File: config.mk
export PLATFORM = sky130hd
export DESIGN_NAME = dmad_decoder
export DESIGN_NICKNAME = d
export VERILOG_FILES = /design/src/dmad_pkg.sv /design/src/dmad_region_map.sv /design/src/dmad_decoder.sv
export VERILOG_INCLUDE_DIRS = /design/src /design/src/src
export SDC_FILE = /design/constraint.sdc
export NUM_CORES = 1
export LEC_CHECK = 0
export BUFFER_PORTS_ARGS = -buffer_cell sky130_fd_sc_hd__buf_2
export CORE_AREA = 2 2 81 83
export DETAILED_ROUTE_END_ITERATION = 10
export DIE_AREA = 0 0 83 85
export GPL_ROUTABILITY_DRIVEN = 0
export PLACE_DENSITY = 0.83
export SLEW_MARGIN = 20
export SYNTH_ARGS = -nofsm -noshare
export SYNTH_HDL_FRONTEND = slang
export SYNTH_HIERARCHICAL = 1
export SYNTH_SLANG_ARGS = --single-unit
export TNS_END_PERCENT = 5
File: constraint.sdc
create_clock -name i_clock -period 1.8 [get_ports i_clock]
set_input_delay 0.27 -clock i_clock [delete_from_list [all_inputs] [get_ports i_clock]]
set_output_delay 0.27 -clock i_clock [all_outputs]
set_load 0.03 [all_outputs]
File: src/dmad_regs.svh
// region boundaries and widths for the default memory attribute decoder
`ifndef DMAD_REGS_SVH
`define DMAD_REGS_SVH
// ----------------------------------------
// region boundaries
// ----------------------------------------
`define DMAD_CODE_BASE    32'h0000_0000
`define DMAD_CODE_END     32'h1FFF_FFFF
`define DMAD_SRAM_BASE    32'h2000_0000
`define DMAD_SRAM_END     32'h3FFF_FFFF
`define DMAD_PERIPH_BASE  32'h4000_0000
`define DMAD_PERIPH_END   32'h5FFF_FFFF
`define DMAD_RAM_BASE     32'h6000_0000
`define DMAD_RAM_END      32'h9FFF_FFFF
`define DMAD_EXTDEV_BASE  32'hA000_0000
`define DMAD_EXTDEV_END   32'hDFFF_FFFF
`define DMAD_PPB_BASE     32'hE000_0000
`define DMAD_PPB_END      32'hE003_FFFF
`define DMAD_DEBUG_BASE   32'hE004_0000
`define DMAD_DEBUG_END    32'hE004_3FFF
`define DMAD_ROMTAB_BASE  32'hE004_4000
`define DMAD_ROMTAB_END   32'hE00F_FFFF
`define DMAD_VENDOR_BASE  32'hE010_0000
`define DMAD_VENDOR_END   32'hFFFF_FFFF
// ----------------------------------------
// widths
// ----------------------------------------
`define DMAD_ADDR_W       32
`endif

File: src/dmad_pkg.sv
// types shared by the default memory attribute decoder
package dmad_pkg;
   // ----------------------------------------
   // enumerations
   // ----------------------------------------
   typedef enum logic [3:0] {
      DMAD_RGN_CODE,
      DMAD_RGN_SRAM,
      DMAD_RGN_PERIPH,
      DMAD_RGN_RAM,
      DMAD_RGN_EXTDEV,
      DMAD_RGN_PPB,
      DMAD_RGN_DEBUG,
      DMAD_RGN_ROMTAB,
      DMAD_RGN_VENDOR
   } dmad_region_t;

   typedef enum logic [1:0] {
      DMAD_MEM_NORMAL,
      DMAD_MEM_STRICT_DEVICE_ORDER,
      DMAD_MEM_DEVICE_EARLY_ACK
   } dmad_mem_t;

   typedef enum logic [1:0] {
      DMAD_ATTR_NONSECURE,
      DMAD_ATTR_SECURE,
      DMAD_ATTR_NONSECURE_CALLABLE
   } dmad_sec_t;

   // ----------------------------------------
   // carriers
   // ----------------------------------------
   typedef struct packed {
      dmad_region_t region;
      dmad_mem_t mem_type;
      logic shareable;
      logic execute_never;
      logic cacheable;
   } dmad_attr_t;

   typedef struct packed {
      logic valid;
      logic [31:0] addr;
      logic is_fetch;
      logic is_write;
      logic ordered;
      logic secure_state;
      logic secure_gateway_instr;
   } dmad_req_t;

   typedef struct packed {
      logic hit;
      dmad_mem_t mem_type;
      logic shareable;
      logic execute_never;
      logic cacheable;
   } dmad_mpu_t;

   typedef struct packed {
      logic valid;
      logic [31:0] addr;
      logic is_write;
      logic nonsecure;
      logic device;
      logic early_ack;
      logic shareable;
      logic cacheable;
      logic allocate;
      logic mergeable;
   } dmad_bus_t;

   typedef struct packed {
      logic security_violation;
      logic mem_mgmt_fault;
      logic gateway_entry;
   } dmad_fault_t;
endpackage : dmad_pkg

File: src/dmad_region_map.sv
// address to default region attributes lookup
`include "dmad_regs.svh"
module dmad_region_map (
   input wire logic [31:0] i_addr,
   output dmad_pkg::dmad_attr_t o_attr
);
   import dmad_pkg::*;

   // ----------------------------------------
   // range test
   // ----------------------------------------
   function automatic logic in_range(input logic [31:0] a, input logic [31:0] lo, input logic [31:0] hi);
      in_range = (a >= lo) && (a <= hi);
   endfunction : in_range

   function automatic dmad_attr_t mk(input dmad_region_t r, input dmad_mem_t m);
      dmad_attr_t t;
      t.region = r;
      t.mem_type = m;
      t.shareable = (m != DMAD_MEM_NORMAL);
      t.execute_never = (m != DMAD_MEM_NORMAL);
      t.cacheable = (m == DMAD_MEM_NORMAL);
      mk = t;
   endfunction : mk

   // ----------------------------------------
   // decode
   // ----------------------------------------
   always_comb begin
      if (in_range(i_addr, `DMAD_CODE_BASE, `DMAD_CODE_END)) begin
         o_attr = mk(DMAD_RGN_CODE, DMAD_MEM_NORMAL);
      end else if (in_range(i_addr, `DMAD_SRAM_BASE, `DMAD_SRAM_END)) begin
         o_attr = mk(DMAD_RGN_SRAM, DMAD_MEM_NORMAL);
      end else if (in_range(i_addr, `DMAD_PERIPH_BASE, `DMAD_PERIPH_END)) begin
         o_attr = mk(DMAD_RGN_PERIPH, DMAD_MEM_DEVICE_EARLY_ACK);
      end else if (in_range(i_addr, `DMAD_RAM_BASE, `DMAD_RAM_END)) begin
         o_attr = mk(DMAD_RGN_RAM, DMAD_MEM_NORMAL);
      end else if (in_range(i_addr, `DMAD_EXTDEV_BASE, `DMAD_EXTDEV_END)) begin
         o_attr = mk(DMAD_RGN_EXTDEV, DMAD_MEM_DEVICE_EARLY_ACK);
      end else if (in_range(i_addr, `DMAD_PPB_BASE, `DMAD_PPB_END)) begin
         o_attr = mk(DMAD_RGN_PPB, DMAD_MEM_STRICT_DEVICE_ORDER);
      end else if (in_range(i_addr, `DMAD_DEBUG_BASE, `DMAD_DEBUG_END)) begin
         o_attr = mk(DMAD_RGN_DEBUG, DMAD_MEM_STRICT_DEVICE_ORDER);
      end else if (in_range(i_addr, `DMAD_ROMTAB_BASE, `DMAD_ROMTAB_END)) begin
         o_attr = mk(DMAD_RGN_ROMTAB, DMAD_MEM_STRICT_DEVICE_ORDER);
      end else begin
         o_attr = mk(DMAD_RGN_VENDOR, DMAD_MEM_DEVICE_EARLY_ACK);
      end
   end
endmodule : dmad_region_map

File: src/dmad_decoder.sv
// default memory attribute decoder top: attributes, security marking, mpu bank select
//
// What this block does
// - only strict-order or early-ack device sub-types are ever produced.
// - gathering never merges across barriers or acquire/release accesses.
// - attribution units together classify every address as secure or non-secure.
// - an access to a secure address is marked secure on the bus.
// - non-secure access to secure address is blocked and raises an exception.
// - secure gateway instruction counts only when fetched from non-secure-callable memory.
// - access to a non-secure address goes out non-secure, whoever issued it.
// - fetches pick the mpu bank from the address attribution.
// - loads and stores pick the mpu bank from current security state.
// - 0x00000000-0x1FFFFFFF is code: normal, non-shareable, executable.
// - 0x20000000-0x3FFFFFFF is sram: normal, non-shareable, executable.
// - 0x60000000-0x9FFFFFFF is ram: normal, executable; only these three hold programs.
// - 0xE0000000-0xE003FFFF is private peripheral bus, strict-order device, execute-never.
// - 0xE0040000-0xE0043FFF is debug device, strict-order, shareable, execute-never.
// - 0xE0044000-0xE00FFFFF holds rom tables, strict-order device, execute-never.
// - an enabled matching mpu region overrides the default attributes.
// - fetch from execute-never memory raises a memory management fault, unless it is blocked as a security violation.
// - device and normal accesses alike stay in issue order.
`include "dmad_regs.svh"
module dmad_decoder (
   input wire logic i_clock,
   input wire logic i_rst,
   input wire logic i_clk_en,
   input dmad_pkg::dmad_req_t i_req,
   input wire logic i_security_ext,
   input wire logic i_sau_hit,
   input dmad_pkg::dmad_sec_t i_sau_attr,
   input dmad_pkg::dmad_sec_t i_fixed_attr,
   input dmad_pkg::dmad_mpu_t i_mpu_secure,
   input dmad_pkg::dmad_mpu_t i_mpu_nonsecure,
   input wire logic i_bus_ready,
   output wire logic o_req_ready,
   output dmad_pkg::dmad_attr_t o_attr,
   output dmad_pkg::dmad_sec_t o_attr_sec,
   output logic o_mpu_bank_secure,
   output dmad_pkg::dmad_bus_t o_bus,
   output dmad_pkg::dmad_fault_t o_fault
);
   import dmad_pkg::*;

   // ----------------------------------------
   // default region lookup
   // ----------------------------------------
   dmad_attr_t dflt;
   dmad_region_map u_map (
      .i_addr(i_req.addr),
      .o_attr(dflt)
   );

   // ----------------------------------------
   // helpers
   // ----------------------------------------
   // the more secure of two attributions wins, so no address is ever left unclassified
   function automatic dmad_sec_t combine_sec(input logic ext, input logic sau_hit, input dmad_sec_t security_attribution_unit,
                                             input dmad_sec_t fixed);
      dmad_sec_t s;
      if (!ext) begin
         s = DMAD_ATTR_NONSECURE;
      end else if (!sau_hit) begin
         s = DMAD_ATTR_SECURE;
      end else if (fixed == DMAD_ATTR_SECURE || security_attribution_unit == DMAD_ATTR_SECURE) begin
         s = DMAD_ATTR_SECURE;
      end else if (fixed == DMAD_ATTR_NONSECURE_CALLABLE || security_attribution_unit == DMAD_ATTR_NONSECURE_CALLABLE) begin
         s = DMAD_ATTR_NONSECURE_CALLABLE;
      end else begin
         s = DMAD_ATTR_NONSECURE;
      end
      combine_sec = s;
   endfunction : combine_sec

   function automatic logic is_device(input dmad_mem_t m);
      is_device = (m != DMAD_MEM_NORMAL);
   endfunction : is_device

   // ----------------------------------------
   // attribution and bank selection
   // ----------------------------------------
   dmad_sec_t sec;
   logic addr_secure;
   logic bank_secure;
   dmad_mpu_t mpu;
   dmad_attr_t eff;
   logic blocked;
   logic xn_fault;
   logic sg_entry;

   always_comb begin
      sec = combine_sec(i_security_ext, i_sau_hit, i_sau_attr, i_fixed_attr);
      addr_secure = (sec != DMAD_ATTR_NONSECURE);
      if (i_req.is_fetch) begin
         bank_secure = addr_secure;
      end else begin
         bank_secure = i_req.secure_state;
      end
      mpu = bank_secure ? i_mpu_secure : i_mpu_nonsecure;
      eff = dflt;
      if (mpu.hit) begin
         eff.mem_type = mpu.mem_type;
         eff.shareable = mpu.shareable;
         eff.execute_never = mpu.execute_never;
         eff.cacheable = mpu.cacheable;
      end
      if (is_device(eff.mem_type)) begin
         eff.shareable = 1'b1;
         eff.cacheable = 1'b0;
         eff.execute_never = 1'b1;
      end
      sg_entry = i_req.is_fetch && i_req.secure_gateway_instr && !i_req.secure_state
                 && (sec == DMAD_ATTR_NONSECURE_CALLABLE);
      // a gateway fetch from non-secure-callable memory is the one legal way in, so it is not blocked
      blocked = i_security_ext && !i_req.secure_state && addr_secure && !sg_entry;
      xn_fault = i_req.is_fetch && eff.execute_never;
   end

   // ----------------------------------------
   // pipeline register toward the bus
   // ----------------------------------------
   // one stage only; device ordering is kept because requests leave in issue order
   dmad_bus_t bus_r, bus_nxt;
   dmad_fault_t fault_r, fault_nxt;
   dmad_attr_t attr_r, attr_nxt;
   dmad_sec_t sec_r, sec_nxt;
   logic bank_r, bank_nxt;
   logic stall;

   assign stall = bus_r.valid && !i_bus_ready;
   assign o_req_ready = !stall;

   always_comb begin
      bus_nxt = bus_r;
      fault_nxt = fault_r;
      attr_nxt = attr_r;
      sec_nxt = sec_r;
      bank_nxt = bank_r;
      if (!stall) begin
         bus_nxt = '0;
         fault_nxt = '0;
         if (i_req.valid) begin
            attr_nxt = eff;
            sec_nxt = sec;
            bank_nxt = bank_secure;
            fault_nxt.security_violation = blocked;
            fault_nxt.mem_mgmt_fault = xn_fault && !blocked;
            fault_nxt.gateway_entry = sg_entry;
            if (!blocked && !xn_fault) begin
               bus_nxt.valid = 1'b1;
               bus_nxt.addr = i_req.addr;
               bus_nxt.is_write = i_req.is_write;
               bus_nxt.nonsecure = !addr_secure;
               bus_nxt.device = is_device(eff.mem_type);
               bus_nxt.early_ack = (eff.mem_type == DMAD_MEM_DEVICE_EARLY_ACK);
               bus_nxt.shareable = eff.shareable;
               bus_nxt.cacheable = eff.cacheable;
               bus_nxt.allocate = eff.cacheable;
               // only sub-types are non-gathering, so nothing merges; ordered ops never merge
               bus_nxt.mergeable = 1'b0;
            end
         end
      end
   end

   always_ff @(posedge i_clock or posedge i_rst) begin
      if (i_rst) begin
         bus_r <= '0;
         fault_r <= '0;
         attr_r <= '0;
         sec_r <= DMAD_ATTR_SECURE;
         bank_r <= 1'b1;
      end else if (i_clk_en) begin
         bus_r <= bus_nxt;
         fault_r <= fault_nxt;
         attr_r <= attr_nxt;
         sec_r <= sec_nxt;
         bank_r <= bank_nxt;
      end
   end

   assign o_bus = bus_r;
   assign o_fault = fault_r;
   assign o_attr = attr_r;
   assign o_attr_sec = sec_r;
   assign o_mpu_bank_secure = bank_r;
endmodule : dmad_decoder

Word-level counts from Yosys, hierarchy flattened
Index checks and enable logic that the tools add are counted.
{"block": "word_totals", "reg_bits": 56, "output_inout_bits": 57, "wordCells": 93}
{"block": "op_classes", "n_lt_le_gt_ge": 16, "eq_ne": 6, "n_mux": 19, "bitwise_logic": 1, "reduce_logical": 31}
{"operator": "$le 32x32->1 const B", "count": 5}
{"operator": "$ge 32x32->1 const B", "count": 4}
{"operator": "$mux 41", "count": 2}
{"operator": "$mux 9", "count": 8}
{"operator": "$ge 32x31->1 const B", "count": 2}
{"operator": "$ge 32x1->1 const B", "count": 1}
{"operator": "$ge 32x30->1 const B", "count": 1}
{"operator": "$le 32x29->1 const B", "count": 1}
{"operator": "$le 32x30->1 const B", "count": 1}
{"operator": "$le 32x31->1 const B", "count": 1}
{"operator": "$logic_and 1x1->1", "count": 18}
{"operator": "$eq 2x2->1 const B", "count": 4}
{"operator": "$mux 2", "count": 4}
{"operator": "$logic_not 1->1", "count": 7}
{"operator": "$mux 3", "count": 2}
{"operator": "$mux 6", "count": 1}
{"operator": "$mux 5", "count": 1}
{"operator": "$eq 2x1->1 const B", "count": 2}
{"operator": "$reduce_bool 2->1", "count": 2}
{"operator": "$reduce_and 3->1", "count": 1}
{"operator": "$logic_or 1x1->1", "count": 2}
{"operator": "$reduce_and 2->1", "count": 1}
{"operator": "$mux 1", "count": 1}
{"operator": "$not 1->1", "count": 1}

Depth between registers and ports, before layout
{"block": "depth", "word_depth": 18, "mapped_depth": 9}

By module
Netlist, hierarchy kept.
{"mod": "dmad_decoder", "n_inst": 1, "cells_per_inst": 285, "area_per_inst_um2": 2797.7}
{"mod": "dmad_region_map", "n_inst": 1, "cells_per_inst": 24, "area_per_inst_um2": 157.7}

Least setup slack after synthesis
Ideal clock, no wire load.
{"block": "synth_path", "kind": "in2reg", "from": "input port i_req[34] in the netlist's numbering", "to": "register bus_r (netlist bit o_bus[40])", "setup_ps": 75, "arrival_ps": 2199, "t_required_ps": 1725, "path_slack_ps": -474, "stages": 9, "path_buffers": 2, "cell_sequence": "clkbuf_1 > mux2i_1 > inv_1 > o21a_1 > or3_1 > a2111oi_2 > a311oi_4 > buf_6 > o21ai_2"}
{"element": "start: declaration", "line": "dmad_decoder.sv:27", "rtl": "input dmad_pkg::dmad_req_t i_req,"}
{"element": "end signal: assignment", "line": "dmad_decoder.sv:173", "rtl": "bus_r <= bus_nxt;"}
{"element": "end: declaration", "line": "dmad_decoder.sv:122", "rtl": "dmad_bus_t bus_r, bus_nxt;"}

==> results.cfg <==
[clock_tree]
cts_made_buffers = 5
cts_root_buf = clkbuf_8
clock_latency_ns = 0.31
clk_pin_slew_worst_paths_ns = 0.10
clock-sinks = 54
h-tree-depth = 2
clockBufferDepth = 2
cts_tree = yes

[global_routing]
grt.total_usage_pct = 24.23
grt_pass1_vias = 3010
grt_max_degree = 31
grt_overflow = 0
grt_pass1_wl_mm = 14.05
antenna_found_initial = 0

[synth]
synth_top_family_by_area = simple AND/OR/NAND/NOR gates
synthMuxAreaShare_pct = 5.800
syn_area_mm2 = 0.002955
postSynthCellCount = 309
avgSynthCellArea_um2 = 9.564
ys_warn_count = 6
synthSimpleGateAreaFrac_pct = 21.89
synth_area_leaders = dfrtp_1 (44%), o21ai_2 (8.9%), nand2_1 (8.8%)
synth-edff-count = 0
synthArstFlopShare_pct = 100.0
synthAdderAreaFrac_pct = 0
synth_flop_cell = dfrtp_1
synth-compound-area-share_pct = 20.19
synth.top_cell.area_share_pct = 44.03
syn-num-nets = 369
synthXorXnorAreaFrac_pct = 1.101
synth_seq_area_share_pct = 45.81
ys_seq_elements = 54
yosysTopAreaCell = dfrtp_1
netlist-cell-type-count = 49

[worst_setup_path]
regToRegEndpoint = o_bus[23]
path_max_fanout = 19
endpoint = o_bus[23]
cp_slowest_cell = nor4_4
cp_num_cells = 10
cp_cell_sequence = buf_6, nor4_4, nand3_2, o21a_1, or3_4, a2111oi_4, a311oi_4, buf_6, buf_12, o21ai_2
worstSetupEndpointType = flip-flop
cp_top_family = simple AND/OR/NAND/NOR gates
critical_path_buf_inv_count = 3
crit_top_cell = buf_6
start_kind = input port
reg2reg_depth = 6
rrSetupSlack_ns = 0.24
cpPeakStageDelay_ns = 0.34
crit_start = i_req[26]
critPathKind = input port to flip-flop
critPathArrivalTime_ns = 2.23
regToRegStartpoint = o_bus[40]
cp_data_required_time_ns = 2.04

[cells_and_area]
final_cells = 544
layout.nets = 526
final_common_cell = buf_2
drive_gt1_share_pct = 51.39
diodes = 0
final_cell_mix = buf_2 (112), nand2_1 (69), dfrtp_1 (52), buf_4 (52), nand3_1 (39)
areaGrowthSynthToFinish_pct = 39.92

[detailed_routing]
drt_iter0_drc = 201
drc = 0
avgRoutedWirePerCell_um = 15.67
drt-pass1-iter-count = 4
ant_nets = 0
vias = 2968
avgViaCountPerCell = 5.456
drt-total-wl_mm = 8.527

[sta]
skew_ns = 0.006884
final.min_clock_period_ns = 1.988
rsz0062_at_grt = true
max_freq_mhz = 503.0
holdWs_ns = 0.1950
fin_crit_sh_pct = 110.4
setup_ws_ns = -0.1880
slew_violations = 0
timing.final.setup_violations = 37
hold_viol = 0

[power]
total_leakage_power_nw = 2.106
clockPowerShare_pct = 22.6
total_power_mw = 3.198
power.switching_mw = 1.146
p_sw_share_pct = 35.84
p_per_area_mw_per_mm2 = 773.4
combinationalPowerShare_pct = 33.5
seqPwrFrac_pct = 43.8
p_int_mw = 2.052
max-vdd-ir-drop_mv = 0.4876

[die]
die-area_mm2 = 0.007055
coreArea_mm2 = 0.006205
rows = 29
initial_core_util_pct = 47.63
die_h_um = 85
ioPinCount = 117
die_w_um = 83

[outcome]
status = complete, but fails checks
violations = setup timing

[placed_design]
dp_cells = 532
place_ws_ns = -0.6012
hpwl_mm = 6.355
io_buffers = 114

[worst_hold_path]
holdCritPathClass = input port to flip-flop

[flow_run]
cap_violations = 0
[metrics by stage]
step	util [%]	instance area (µm²)	setup TNS (ns)
floorplan	-	2999	-6.473
global placement	63.78	3958	-19.46
detailed placement	63.78	3958	-22.47
CTS	66.12	4103	-3.071
global route	66.65	4135	-8.343
finish	66.65	4135	-5.441
[power by group through the flow]
stage	Sequential (mW)	Clock [mW]	Combinational, mW
3_3_place_gp	1.42	0	1.02
3_5_place_dp	1.42	0	1.04
6_report	1.40	0.724	1.07
2_1_floorplan	1.66	0	0.405
5_1_grt	1.41	0.792	1.15
4_1_cts	1.40	0.740	1.06
[per-layer routing]
layer	track usage [%]	wire length (µm)	up-vias
met5	0	0	-
met4	8.942	197	0
met3	3.794	383	16
met2	42.82	4463	91
met1	30.17	3482	1449
li1	-	-	1412
[cells in the mapped netlist, types with 3 or more instances]
master	count
nand2_1	69
dfrtp_1	52
nand3_1	39
o21ai_2	30
o21ai_0	10
buf_2	9
mux2_2	9
mux2i_1	7
nor2_1	7
o31ai_1	7
a21oi_1	5
clkbuf_1	5
inv_1	5
buf_4	4
nor3_1	4
a311oi_1	3
and3_1	3
buf_6	3
nand2b_1	3
[sequential cells by signal (all words and copies together), names as in the netlist]
signal / cells
o_attr_sec: 2
o_fault: 3
o_attr: 9
o_mpu_bank_secure: 1
o_bus: 39
[layout make-up]
cell class,instances,area (µm²)
Fill cell,488,2069
Timing Repair Buffer,171,1046
Multi-Input combinational cell,228,1515
Sequential cell,54,1354
Clock buffer,6,82.58
Clock inverter,2,16.27
Inverter,6,25.02
Tap cell,77,96.34
[what timing repair did]
item	CTS	global route
resized for setup	5	6
hold buffers	1	0
setup buffers	2	1
setup endpoints to repair	37	42
pin swaps	1	1
endpoints found under the hold margin	14	0
[tightest hold or removal path, delay by kind of cell]
| kind | cells | cell delay [ns] |
|---|---|---|
| AND/OR/NAND/NOR | 1 | 0.05 |
| AO/OA/AOI/OAI | 1 | 0.06 |
| buffers and inverters | 1 | 0.09 |
[how the worst min path moves through the flow]
stage / startpoint / to / slack (ns) / cells after the start
final: i_req[6] / o_bus[9] / 0.19 / 3
after CTS: i_req[6] / o_bus[9] / 0.19 / 3
after global routing: i_req[13] / o_bus[16] / 0.21 / 3
after floorplan: i_security_ext / o_attr_sec[0] / 0.37 / 2
after detailed placement: i_rst / o_bus[18] / 0.27 / 2
after global placement: i_rst / o_bus[16] / 0.26 / 2
[logic make-up after synthesis]
group / count (synthesis)
xor gates and xnor gates: 2
buffers and inverters: 27
and+or+nand+nor: 137
muxes: 16
DFF: 54
other: 1
AOI/OAI and AO/OA: 72
No activity file was read; power rests on OpenSTA's default activity.
